File: config.mk
export PLATFORM = sky130hd
export DESIGN_NAME = kps_config_status
export DESIGN_NICKNAME = d
export VERILOG_FILES = /design/src/core/kps_pkg.sv /design/src/core/kps_debounce_timer.sv /design/src/core/kps_config_status.sv
export SDC_FILE = /design/constraint.sdc
export NUM_CORES = 1
export LEC_CHECK = 0
export BUFFER_PORTS_ARGS = -buffer_cell sky130_fd_sc_hd__buf_2
export CAP_MARGIN = 20
export CORE_MARGIN = 3
export CORE_UTILIZATION = 50
export CTS_CLUSTER_SIZE = 12
export DETAILED_ROUTE_END_ITERATION = 6
export GPL_TIMING_DRIVEN = 0
export PLACE_DENSITY = 0.73
export REMOVE_ABC_BUFFERS = 1
export SYNTH_ARGS = -nofsm -noshare
export SYNTH_HDL_FRONTEND = slang
export SYNTH_HIERARCHICAL = 1
export SYNTH_SLANG_ARGS = --single-unit
File: constraint.sdc
create_clock -name clk -period 3.5 [get_ports clk]
set_input_delay 0.525 -clock clk [delete_from_list [all_inputs] [get_ports clk]]
set_output_delay 0.525 -clock clk [all_outputs]
set_load 0.03 [all_outputs]
File: src/core/kps_pkg.sv
// Package for the keypad configuration and raw status block.
// Assumes a single 25 MHz clock shared by the scan engine and register port.
package kps_pkg;
    // Register offsets on the byte-wide register port
    localparam logic [7:0] ADDR_DEBOUNCE  = 8'h02;
    localparam logic [7:0] ADDR_SIZE      = 8'h03;
    localparam logic [7:0] ADDR_DED_HI    = 8'h04;
    localparam logic [7:0] ADDR_DED_LO    = 8'h05;
    localparam logic [7:0] ADDR_RAW_STAT  = 8'h06;
    localparam logic [7:0] ADDR_CLEAR     = 8'h08;
    // Reset values
    localparam logic [7:0]  RST_DEBOUNCE  = 8'h80;
    localparam logic [3:0]  RST_ROWS      = 4'h2;
    localparam logic [3:0]  RST_COLS      = 4'h2;
    localparam logic [15:0] RST_DED       = 16'hFFFF;
    // Field positions
    localparam int SIZE_ROW_LSB  = 4;
    localparam int SIZE_COL_LSB  = 0;
    localparam int DED_ROW_LSB   = 10;
    localparam int DED_COLH_LSB  = 8;
    localparam int DED_COLL_LSB  = 0;
    localparam int ST_OVF        = 3;
    localparam int ST_PEND       = 2;
    localparam int ST_LOST       = 1;
    localparam int ST_SCAN       = 0;
    localparam int CLR_EVT       = 1;
    localparam int CLR_SCAN      = 0;
    // Key-count limit before a key is lost
    localparam logic [3:0] MAX_HELD = 4'h4;
    // Timing
    localparam int CLK_PERIOD_NS = 40;
    localparam int MS_NS         = 1000000;
    localparam int MS_CYCLES     = MS_NS / CLK_PERIOD_NS;
    localparam logic [4:0] DEB_MS_16 = 5'h10;
    localparam logic [4:0] DEB_MS_12 = 5'h0C;
    localparam logic [4:0] DEB_MS_8  = 5'h08;
    localparam logic [4:0] DEB_MS_4  = 5'h04;

    // Events arriving from the scan engine and event queue
    typedef struct packed {
        logic       keyChange;    // First sight of a key change
        logic       scanDone;     // End of one matrix scan
        logic       scanChanged;  // That scan differed from the last
        logic       keyEvent;     // New press or release detected
        logic       evtPush;      // Event written into the queue
        logic       evtOverflow;  // Queue overflowed
        logic       evtDrained;   // Host read emptied the event queue
        logic       codeDrained;  // Host read emptied the scan codes
        logic [3:0] heldKeys;     // Keys currently held
    } kps_evt_t;

    // Configuration handed to the scan engine and pin mux
    typedef struct packed {
        logic [3:0]  rowCount;
        logic [3:0]  colCount;
        logic        rowsFree;    // All row balls released
        logic        colsFree;    // All column balls released
        logic [7:0]  dedRow;      // 1 = row ball is a dedicated key
        logic [11:0] dedCol;      // 1 = column ball is a dedicated key
    } kps_cfg_t;

    // Interval in ms chosen by the debounce setting, 0 = none
    function automatic logic [4:0] debounceMs(input logic [7:0] s);
        if (s[7:6] == 2'b11) begin
            debounceMs = DEB_MS_16;
        end else if (s[7:6] == 2'b10) begin
            debounceMs = DEB_MS_12;
        end else if (s[7:6] == 2'b01) begin
            debounceMs = DEB_MS_8;
        end else if (s != 8'h00) begin
            debounceMs = DEB_MS_4;
        end else begin
            debounceMs = 5'h00;
        end
    endfunction
endpackage

File: src/core/kps_debounce_timer.sv
// Debounce interval timer: waits the programmed interval after a key change.
// Assumes start and setting come from logic on the same clock.
`timescale 1ns/1ps
module kps_debounce_timer #(
    parameter int CYC_PER_MS = kps_pkg::MS_CYCLES
) (
    input  wire logic       clk,
    input  wire logic       rstSync_n,
    input  wire logic       ce,
    input  wire logic       start,
    input  wire logic [7:0] setting,
    output logic            confirm,
    output logic            busy
);
    import kps_pkg::*;

    logic [23:0] msCnt;        // Cycles within current ms
    logic [4:0]  msLeft;       // Whole ms still to wait
    logic        next_confirm;
    logic        next_busy;
    logic [23:0] next_msCnt;
    logic [4:0]  next_msLeft;
    logic        msWrap;       // Last cycle of a ms

    assign msWrap = (msCnt == 24'(CYC_PER_MS - 1));

    // Interval countdown, a fresh change restarts it
    always_comb begin
        next_confirm = 1'b0;
        next_busy    = busy;
        next_msCnt   = msCnt;
        next_msLeft  = msLeft;
        if (start) begin
            next_msCnt = 24'h000000;
            if (debounceMs(setting) == 5'h00) begin
                // No debouncing: confirm at once
                next_confirm = 1'b1;
                next_busy    = 1'b0;
            end else begin
                next_msLeft = debounceMs(setting);
                next_busy   = 1'b1;
            end
        end else if (busy) begin
            next_msCnt = msWrap ? 24'h000000 : msCnt + 24'h000001;
            if (msWrap) begin
                next_msLeft = msLeft - 5'h01;
                if (msLeft == 5'h01) begin
                    // Final sample after the interval
                    next_confirm = 1'b1;
                    next_busy    = 1'b0;
                end
            end
        end
    end

    // State registers
    always_ff @(posedge clk or negedge rstSync_n) begin
        if (!rstSync_n) begin
            confirm <= 1'b0;
            busy    <= 1'b0;
            msCnt   <= 24'h000000;
            msLeft  <= 5'h00;
        end else if (ce) begin
            confirm <= next_confirm;
            busy    <= next_busy;
            msCnt   <= next_msCnt;
            msLeft  <= next_msLeft;
        end
    end

    AST_DEB_ZERO: assert property (@(posedge clk) disable iff (!rstSync_n)
        (ce && start && setting == 8'h00) |=> confirm)
        else $error("zero setting did not confirm at once");
    AST_DEB_WAIT: assert property (@(posedge clk) disable iff (!rstSync_n)
        (ce && start && setting != 8'h00) |=> (busy && !confirm))
        else $error("debounce did not wait");
endmodule

File: src/core/kps_config_status.sv
// Keypad configuration and raw status registers with debounce timing.
// Assumes a byte-wide register port and scan engine on the same clock.
// What this block does
// - Debounce waits from change to final sample
// - Setting range selects 16/12/8/4 ms or none
// - Debounce setting resets to 0x80, 12 ms
// - Row count bits 7:4, reset 2, 2..8
// - Zero rows frees rows, rows 1:0 dedicated while scan enabled
// - Column count bits 3:0, reset 2, 2..12
// - Zero columns frees columns, columns 1:0 dedicated while scan enabled
// - Select bit 0 makes ball dedicated key
// - Bits 15:10 are rows 7..2, reset 3F
// - Bits 9:8 are columns 11,10, reset 3
// - Bits 7:0 are columns 9..2, reset FF
// - Raw status read-only, bits 7:4 zero
// - Overflow flag bit 3, cleared by queue clear
// - Pending flag bit 2 while events queued
// - Key lost on event during scan flag
// - Scan-change flag set when scan differs
// - Draining scan codes clears scan-change flag
// - Clear bit 1 flushes queue, pending, overflow
// - Clear bit 0 clears scan-change, key lost
`timescale 1ns/1ps
module kps_config_status #(
    parameter int CYC_PER_MS = kps_pkg::MS_CYCLES
) (
    input  wire logic            clk,
    input  wire logic            rst_n,
    input  wire logic            ce,
    input  wire logic [7:0]      regAddr,
    input  wire logic [7:0]      regWrData,
    input  wire logic            regWr,
    input  wire logic            regRd,
    output logic      [7:0]      regRdData,
    input  wire logic            keypadScanEnable,
    input  wire kps_pkg::kps_evt_t evt,
    output kps_pkg::kps_cfg_t    cfg,
    output logic                 debounceConfirm,
    output logic                 debounceBusy,
    output logic                 evtQueueFlush,
    output logic      [3:0]      rawStatus
);
    import kps_pkg::*;

    // Reset synchroniser
    logic rstMeta_n;
    logic rstSync_n;

    always_ff @(posedge clk or negedge rst_n) begin
        if (!rst_n) begin
            rstMeta_n <= 1'b0;
            rstSync_n <= 1'b0;
        end else begin
            rstMeta_n <= 1'b1;
            rstSync_n <= rstMeta_n;
        end
    end

    // Programmable registers
    logic [7:0]  debounceTime;          // Debounce setting
    logic [3:0]  rowCountField;         // Matrix rows
    logic [3:0]  columnCountField;      // Matrix columns
    logic [15:0] dedicatedKeySelect;    // 0 = dedicated key
    logic [7:0]  next_debounceTime;
    logic [3:0]  next_rowCountField;
    logic [3:0]  next_columnCountField;
    logic [15:0] next_dedicatedKeySelect;

    // Raw status flags
    logic eventOverflowFlag;
    logic eventPendingFlag;
    logic keyLostFlag;
    logic scanChangeFlag;
    logic next_eventOverflowFlag;
    logic next_eventPendingFlag;
    logic next_keyLostFlag;
    logic next_scanChangeFlag;

    // Register port outputs
    logic [7:0] next_regRdData;
    logic       next_evtQueueFlush;
    logic       wrClear;            // Write to clear register
    logic       clrEvt;             // Queue clear bit written
    logic       clrScan;            // Scan flag clear bit written
    logic       heldOver;           // Too many keys held

    assign wrClear  = regWr && (regAddr == ADDR_CLEAR);
    assign clrEvt   = wrClear && regWrData[CLR_EVT];
    assign clrScan  = wrClear && regWrData[CLR_SCAN];
    assign heldOver = (evt.heldKeys > MAX_HELD);

    // Configuration register writes
    always_comb begin
        next_debounceTime       = debounceTime;
        next_rowCountField      = rowCountField;
        next_columnCountField   = columnCountField;
        next_dedicatedKeySelect = dedicatedKeySelect;
        if (regWr) begin
            case (regAddr)
                ADDR_DEBOUNCE: begin
                    next_debounceTime = regWrData;
                end
                ADDR_SIZE: begin
                    // Value one is illegal and taken as written
                    next_rowCountField    = regWrData[SIZE_ROW_LSB +: 4];
                    next_columnCountField = regWrData[SIZE_COL_LSB +: 4];
                end
                ADDR_DED_HI: begin
                    next_dedicatedKeySelect[15:8] = regWrData;
                end
                ADDR_DED_LO: begin
                    next_dedicatedKeySelect[7:0] = regWrData;
                end
                default: begin
                    // Status and clear have no stored bits here
                end
            endcase
        end
    end

    always_ff @(posedge clk or negedge rstSync_n) begin
        if (!rstSync_n) begin
            debounceTime       <= RST_DEBOUNCE;
            rowCountField      <= RST_ROWS;
            columnCountField   <= RST_COLS;
            dedicatedKeySelect <= RST_DED;
        end else if (ce) begin
            debounceTime       <= next_debounceTime;
            rowCountField      <= next_rowCountField;
            columnCountField   <= next_columnCountField;
            dedicatedKeySelect <= next_dedicatedKeySelect;
        end
    end

    // Status flags: hardware set wins over any clear in the same cycle
    always_comb begin
        // Overflow stays until the queue clear bit
        next_eventOverflowFlag = evt.evtOverflow
            || (eventOverflowFlag && !clrEvt);
        // Pending while queued, dropped on drain or flush
        next_eventPendingFlag = evt.evtPush
            || (eventPendingFlag && !evt.evtDrained && !clrEvt);
        // Lost key: event while scan flag still up, or too many held
        next_keyLostFlag = (evt.keyEvent && scanChangeFlag) || heldOver
            || (keyLostFlag && !clrScan);
        // Scan change: set after a differing scan
        next_scanChangeFlag = (evt.scanDone && evt.scanChanged)
            || (scanChangeFlag && !evt.codeDrained && !clrScan);
    end

    always_ff @(posedge clk or negedge rstSync_n) begin
        if (!rstSync_n) begin
            eventOverflowFlag <= 1'b0;
            eventPendingFlag  <= 1'b0;
            keyLostFlag       <= 1'b0;
            scanChangeFlag    <= 1'b0;
        end else if (ce) begin
            eventOverflowFlag <= next_eventOverflowFlag;
            eventPendingFlag  <= next_eventPendingFlag;
            keyLostFlag       <= next_keyLostFlag;
            scanChangeFlag    <= next_scanChangeFlag;
        end
    end

    assign rawStatus = {eventOverflowFlag, eventPendingFlag, keyLostFlag, scanChangeFlag};

    // Read mux and queue flush strobe
    always_comb begin
        next_regRdData     = regRdData;
        next_evtQueueFlush = clrEvt;
        if (regRd) begin
            case (regAddr)
                ADDR_DEBOUNCE: next_regRdData = debounceTime;
                ADDR_SIZE:     next_regRdData = {rowCountField, columnCountField};
                ADDR_DED_HI:   next_regRdData = dedicatedKeySelect[15:8];
                ADDR_DED_LO:   next_regRdData = dedicatedKeySelect[7:0];
                ADDR_RAW_STAT: next_regRdData = {4'h0, rawStatus};
                default:       next_regRdData = 8'h00;
            endcase
        end
    end

    always_ff @(posedge clk or negedge rstSync_n) begin
        if (!rstSync_n) begin
            regRdData     <= 8'h00;
            evtQueueFlush <= 1'b0;
        end else if (ce) begin
            regRdData     <= next_regRdData;
            evtQueueFlush <= next_evtQueueFlush;
        end
    end

    // Ball configuration for the scan engine and pin mux
    always_comb begin
        cfg.rowCount = rowCountField;
        cfg.colCount = columnCountField;
        cfg.rowsFree = (rowCountField == 4'h0);
        cfg.colsFree = (columnCountField == 4'h0);
        // Select bits are active low for the dedicated function
        cfg.dedRow[7:2]   = ~dedicatedKeySelect[DED_ROW_LSB +: 6];
        cfg.dedCol[11:10] = ~dedicatedKeySelect[DED_COLH_LSB +: 2];
        cfg.dedCol[9:2]   = ~dedicatedKeySelect[DED_COLL_LSB +: 8];
        // Lowest two balls become dedicated keys when released and scan is enabled
        cfg.dedRow[1:0] = {2{cfg.rowsFree && keypadScanEnable}};
        cfg.dedCol[1:0] = {2{cfg.colsFree && keypadScanEnable}};
    end

    // Debounce interval timer
    kps_debounce_timer #(
        .CYC_PER_MS (CYC_PER_MS)
    ) u_timer (
        .clk       (clk),
        .rstSync_n (rstSync_n),
        .ce        (ce),
        .start     (evt.keyChange),
        .setting   (debounceTime),
        .confirm   (debounceConfirm),
        .busy      (debounceBusy)
    );

    // Checks on the flag and register behaviour
    AST_OVF_SET: assert property (@(posedge clk) disable iff (!rstSync_n)
        (ce && evt.evtOverflow) |=> rawStatus[ST_OVF])
        else $error("overflow flag not set");
    AST_OVF_HOLD: assert property (@(posedge clk) disable iff (!rstSync_n)
        (ce && eventOverflowFlag && !clrEvt) |=> eventOverflowFlag)
        else $error("overflow flag dropped without queue clear");
    AST_EVT_CLR: assert property (@(posedge clk) disable iff (!rstSync_n)
        (ce && clrEvt && !evt.evtOverflow && !evt.evtPush)
        |=> (!eventOverflowFlag && !eventPendingFlag && evtQueueFlush))
        else $error("queue clear failed");
    AST_PEND_DRAIN: assert property (@(posedge clk) disable iff (!rstSync_n)
        (ce && evt.evtDrained && !evt.evtPush) |=> !eventPendingFlag)
        else $error("pending flag not cleared on drain");
    AST_LOST_EVT: assert property (@(posedge clk) disable iff (!rstSync_n)
        (ce && evt.keyEvent && scanChangeFlag) |=> keyLostFlag)
        else $error("key lost not flagged on event");
    AST_LOST_HELD: assert property (@(posedge clk) disable iff (!rstSync_n)
        (ce && evt.heldKeys == 4'h5) |=> keyLostFlag)
        else $error("key lost not flagged on five held");
    AST_SCAN_SET: assert property (@(posedge clk) disable iff (!rstSync_n)
        (ce && !scanChangeFlag && evt.scanDone && !evt.scanChanged) |=> !scanChangeFlag)
        else $error("scan flag set without change");
    AST_SCAN_DRAIN: assert property (@(posedge clk) disable iff (!rstSync_n)
        (ce && evt.codeDrained && !evt.scanDone) |=> !scanChangeFlag)
        else $error("scan flag kept after drain");
    AST_SCAN_CLR: assert property (@(posedge clk) disable iff (!rstSync_n)
        (ce && clrScan && !evt.scanDone && !evt.keyEvent && !heldOver)
        |=> (!scanChangeFlag && !keyLostFlag))
        else $error("scan flag clear failed");
    AST_STAT_RD: assert property (@(posedge clk) disable iff (!rstSync_n)
        (ce && regRd && regAddr == ADDR_RAW_STAT)
        |=> (regRdData == {4'h0, $past(rawStatus)}))
        else $error("raw status read wrong");
    AST_FREE_ROWS: assert property (@(posedge clk) disable iff (!rstSync_n)
        (rowCountField == 4'h0 && keypadScanEnable) |-> (cfg.dedRow[1:0] == 2'b11))
        else $error("rows 1:0 not dedicated when free");
    AST_DED_MAP: assert property (@(posedge clk) disable iff (!rstSync_n)
        (cfg.dedCol[9:2] == ~dedicatedKeySelect[7:0]) && (cfg.dedRow[7:2] == ~dedicatedKeySelect[15:10]))
        else $error("dedicated map wrong");
    AST_RST_DEB: assert property (@(posedge clk)
        $rose(rstSync_n) |-> (debounceTime == 8'h80))
        else $error("debounce reset value wrong");
    AST_RST_SIZE: assert property (@(posedge clk)
        $rose(rstSync_n) |-> (cfg.rowCount == RST_ROWS && cfg.colCount == RST_COLS))
        else $error("size reset value wrong");
    AST_RST_DED: assert property (@(posedge clk)
        $rose(rstSync_n) |-> (dedicatedKeySelect == RST_DED))
        else $error("dedicated select reset value wrong");

    // Register writes land one cycle after the strobe
    AST_DEB_WR: assert property (@(posedge clk) disable iff (!rstSync_n)
        (ce && regWr && regAddr == ADDR_DEBOUNCE) |=> (debounceTime == $past(regWrData)))
        else $error("debounce write lost");
    AST_SIZE_WR: assert property (@(posedge clk) disable iff (!rstSync_n)
        (ce && regWr && regAddr == ADDR_SIZE) |=> (cfg.rowCount == $past(regWrData[7:4])))
        else $error("row count write lost");
    AST_COL_WR: assert property (@(posedge clk) disable iff (!rstSync_n)
        (ce && regWr && regAddr == ADDR_SIZE) |=> (cfg.colCount == $past(regWrData[3:0])))
        else $error("column count write lost");

    // Ball mapping follows the written select bytes, zero means dedicated
    AST_DED_HI_WR: assert property (@(posedge clk) disable iff (!rstSync_n)
        (ce && regWr && regAddr == ADDR_DED_HI) |=> (cfg.dedRow[7:2] == ~$past(regWrData[7:2])))
        else $error("row dedicated map wrong");
    AST_COLH_WR: assert property (@(posedge clk) disable iff (!rstSync_n)
        (ce && regWr && regAddr == ADDR_DED_HI) |=> (cfg.dedCol[11:10] == ~$past(regWrData[1:0])))
        else $error("upper column dedicated map wrong");
    AST_DED_LO_WR: assert property (@(posedge clk) disable iff (!rstSync_n)
        (ce && regWr && regAddr == ADDR_DED_LO) |=> (cfg.dedCol[9:2] == ~$past(regWrData)))
        else $error("lower column dedicated map wrong");
    AST_FREE_COLS: assert property (@(posedge clk) disable iff (!rstSync_n)
        (columnCountField == 4'h0 && keypadScanEnable) |-> (cfg.dedCol[1:0] == 2'b11))
        else $error("columns 1:0 not dedicated when free");
    AST_NOT_FREE: assert property (@(posedge clk) disable iff (!rstSync_n)
        !keypadScanEnable |-> (cfg.dedRow[1:0] == 2'b00 && cfg.dedCol[1:0] == 2'b00))
        else $error("low balls dedicated while scan off");

    // Flags rise one cycle after their event
    AST_PEND_SET: assert property (@(posedge clk) disable iff (!rstSync_n)
        (ce && evt.evtPush) |=> rawStatus[ST_PEND])
        else $error("pending flag not set on push");
    AST_SCAN_CHG: assert property (@(posedge clk) disable iff (!rstSync_n)
        (ce && evt.scanDone && evt.scanChanged) |=> rawStatus[ST_SCAN])
        else $error("scan flag not set on change");
    AST_FLUSH_ONE: assert property (@(posedge clk) disable iff (!rstSync_n)
        (ce && !clrEvt) |=> !evtQueueFlush)
        else $error("queue flush without clear bit");
endmodule

==> impl_metrics.xml <==
<?xml version="1.0" encoding="UTF-8"?>
<metrics>
  <group name="floorplanning">
    <metric name="fp.dieArea" unit="sq um">9379</metric>
    <metric name="fp.dieH" unit="um">96.85</metric>
    <metric name="core_area" unit="sq um">7888</metric>
    <metric name="floorplan.initialDensity" unit="">0.5232</metric>
    <metric name="std_cell_rows" unit="">32</metric>
    <metric name="die_w" unit="um">96.85</metric>
    <metric name="floorplan.io_pins" unit="">79</metric>
  </group>
  <group name="placement">
    <metric name="gpl.final_weighted_congestion" unit="">0.8215</metric>
    <metric name="port_buffers" unit="">78</metric>
    <metric name="place_hpwl" unit="um">6799</metric>
    <metric name="area_after_dpl" unit="sq um">4554</metric>
  </group>
  <group name="routing">
    <metric name="num_vias" unit="">3295</metric>
    <metric name="detail-route-antenna-nets" unit="">0</metric>
    <metric name="maxUsedRoutingLayer" unit="">met4</metric>
    <metric name="length_of_routed_wiring_on_met1" unit="um">4009</metric>
    <metric name="detail_route.vias_per_cell" unit="">5.811</metric>
    <metric name="drtPass1Iterations" unit="">7</metric>
    <metric name="route.met3.wl" unit="um">579</metric>
    <metric name="detail_route.wl_per_cell" unit="um">16.57</metric>
    <metric name="drt_iter0_markers" unit="">204</metric>
    <metric name="route.final.wire_length" unit="um">9397</metric>
    <metric name="post-route-drc-count" unit="">0</metric>
    <metric name="dr_wl_met2" unit="um">4715</metric>
  </group>
  <group name="sta">
    <metric name="fin_crit" unit="ns">2.558</metric>
    <metric name="timing.fmax" unit="MHz">390.9</metric>
    <metric name="grt_setup_unrepaired" unit="">false</metric>
    <metric name="setup_violation_total_in_the_final_timing_report" unit="">0</metric>
    <metric name="final_min_period_over_clock_period" unit="">0.7309</metric>
    <metric name="clock-skew-final" unit="ns">0.009174</metric>
    <metric name="setup_tns" unit="ns">0</metric>
    <metric name="hold_viol" unit="">0</metric>
    <metric name="slew_headroom" unit="">0.3901</metric>
    <metric name="timing.final.max_slew_violations" unit="">0</metric>
    <metric name="max_slew.worst_pin.slew" unit="ns">0.9149</metric>
  </group>
  <group name="clock_network">
    <metric name="clock-root-buffer" unit="">sky130_fd_sc_hd__clkbuf_8</metric>
    <metric name="clock_path_buffers" unit="">2</metric>
    <metric name="cts_buffers" unit="">9</metric>
    <metric name="cts_post_setup_buffers_inserted" unit="">0</metric>
    <metric name="tritoncts_num_sinks" unit="">78</metric>
    <metric name="cts.clk_slew.worst_paths" unit="ns">0.08</metric>
    <metric name="clock_tree.htree_level_count" unit="">3</metric>
    <metric name="clock_latency" unit="ns">0.35</metric>
    <metric name="clock_tree_from_tritoncts" unit="">yes</metric>
  </group>
  <group name="power">
    <metric name="post-layout-total-power" unit="mW">2.040</metric>
    <metric name="vdd_drop_max" unit="uV">213.5</metric>
    <metric name="power.density" unit="nW/um^2">425.0</metric>
    <metric name="leakage" unit="nW">2.225</metric>
  </group>
  <group name="final_layout">
    <metric name="drive_gt1_frac" unit="">0.3591</metric>
    <metric name="final_design_area_no_fill" unit="sq um">4800</metric>
    <metric name="antenna_cells" unit="">0</metric>
    <metric name="area.growth.synth_to_final" unit="%">16.31</metric>
    <metric name="layout_common_cells" unit="">sky130_fd_sc_hd__buf_2, sky130_fd_sc_hd__dfrtp_1, sky130_fd_sc_hd__mux2_2</metric>
    <metric name="nNetsFinal" unit="">500</metric>
    <metric name="commonest_non_fill_non_tap_cell_in_the_layout" unit="">sky130_fd_sc_hd__buf_2</metric>
  </group>
  <group name="setup_path">
    <metric name="critical_setup_path_kind" unit="">in -&gt; reg</metric>
    <metric name="worst_setup_path_end_kind" unit="">flip-flop</metric>
    <metric name="cp_data_arrival_time" unit="ns">2.80</metric>
    <metric name="cp_data_required_time" unit="ns">3.74</metric>
    <metric name="worstRegToRegCells" unit="">5</metric>
    <metric name="worstPathMaxFanout" unit="">13</metric>
    <metric name="start_kind" unit="">input port</metric>
  </group>
  <group name="grt">
    <metric name="grt_start_max_net_pins" unit="">53</metric>
    <metric name="gr-usage-all-layers" unit="">0.2084</metric>
    <metric name="globalRoute.totalOverflow" unit="">0</metric>
    <metric name="grt_antenna_before_repair" unit="">0</metric>
    <metric name="grt_first_pass_wirelength" unit="um">16220</metric>
    <metric name="grt_pass1_vias" unit="">3277</metric>
  </group>
  <group name="synthesis">
    <metric name="post_synth_edffs" unit="">0</metric>
    <metric name="postSynthRegisterBits" unit="">78</metric>
    <metric name="post_synth_num_cell_types" unit="">68</metric>
    <metric name="synthesis.instances" unit="">388</metric>
    <metric name="ys_seq_area_frac" unit="">0.4788</metric>
    <metric name="synth.area.top_cells" unit="">sky130_fd_sc_hd__dfrtp_1, sky130_fd_sc_hd__dfstp_2, sky130_fd_sc_hd__mux2_2</metric>
    <metric name="most_used_dff_post_synth" unit="">sky130_fd_sc_hd__dfrtp_1</metric>
    <metric name="yosys_warnings" unit="">6</metric>
    <metric name="syn-cell-area" unit="sq um">4126</metric>
    <metric name="post-synth-top-area-cell" unit="">sky130_fd_sc_hd__dfrtp_1</metric>
    <metric name="synth.avg_cell_area" unit="sq um">10.64</metric>
    <metric name="postSynth.asyncResetShare" unit="">1.000</metric>
    <metric name="synth.top_cell.area_share" unit="">0.3578</metric>
  </group>
  <group name="status">
    <metric name="run_status" unit="">complete, no violations</metric>
  </group>
  <group name="hold_path">
    <metric name="holdCritPathClass" unit="">reg -&gt; async</metric>
  </group>
  <group name="job">
    <metric name="timing.max_cap.violations" unit="">0</metric>
  </group>
</metrics>
## cell usage after synthesis (all sizes together), types with 5 or more instances
library cell / count
and2: 5
a221oi: 5
buf: 16
a32o: 5
nor3: 6
nand4: 14
nor4: 7
dfstp: 19
o21ai: 22
nand3: 10
nor2: 26
a21o: 6
mux2: 33
or3: 5
xor2: 12
and3: 8
ha: 6
dfrtp: 59
inv: 28
a22oi: 6
nand2: 31
## repair_timing
action                    in CTS  in global routing
hold endpoints to repair       2                  0
hold buffers                   1                  0
resized for setup              0                  0
## sequential cells by signal, summed over array words and instances (netlist names), 4 cells and up
name / cells
u_timer/msLeft: 5
u_timer/msCnt: 24
dedicatedKeySelect: 16
debounceTime: 8
rowCountField: 4
columnCountField: 4
regRdData: 8
## worst max-delay path, cell delays in order
cell and delay (ns):
sky130_fd_sc_hd__buf_2 0.21, sky130_fd_sc_hd__nor2b_1 0.67, sky130_fd_sc_hd__and3_1 0.33, sky130_fd_sc_hd__nor3b_2 0.65, sky130_fd_sc_hd__mux2_2 0.42
## per-stage QoR
stage	utilization	hold WS (ns)	std cells	setup slack, ns
finish	0.6085	0.2356	567	0.9420
global placement	0.5734	0.3096	548	0.3346
global route	0.6085	0.2605	567	0.7891
floorplan	-	0.2294	368	0.7745
detailed placement	0.5774	0.2492	549	0.5980
CTS	0.6071	0.2441	566	0.9888
## where the power goes
group | internal [mW] | total [mW] | switching, mW
clock network | 0.423 | 0.754 | 0.332
logic | 0.106 | 0.291 | 0.185
registers | 0.950 | 0.995 | 0.0453
## kinds of logic after synthesis
group	Yosys count	synth area share
compound gates	74	0.1386
xor+xnor	16	0.03396
buf+inv	48	0.05488
fa+ha+maj	6	0.01819
mux	34	0.09248
flops	78	0.4788
simple gates	131	0.1822
other cells	1	0.0009088
## area by class of cell
| type | instances | area (sq um) |
|---|---|---|
| clock buffer | 11 | 141.4 |
| clock inverter | 5 | 82.58 |
| fill | 651 | 3088 |
| inverter | 28 | 105.1 |
| multi-input combinational | 262 | 1924 |
| sequential | 78 | 1979 |
| tap | 102 | 127.6 |
| timing repair buffer | 81 | 439.2 |
## per-layer routing
metal	vias to the layer above	GRT usage
met1	1624	0.2636
met5	-	0
met2	105	0.3556
li1	1555	-
met4	0	0.05616
met3	11	0.05191
## final timing paths
check / start / end / slack, ns
worst max-delay path: regAddr[1] / rowCountField[0] / 0.94
worst min-delay path: rstSync_n / rowCountField[0] / 0.24
worst max register to register: u_timer/msCnt[22] / u_timer/msCnt[8] / 1.09
worst min register to register: rstSync_n / rowCountField[0] / 0.24
max in group asynchronous: rstSync_n / dedicatedKeySelect[3] / 2.65
min in group clk: rstMeta_n / rstSync_n / 0.36
(Power assumes the default switching activity.)
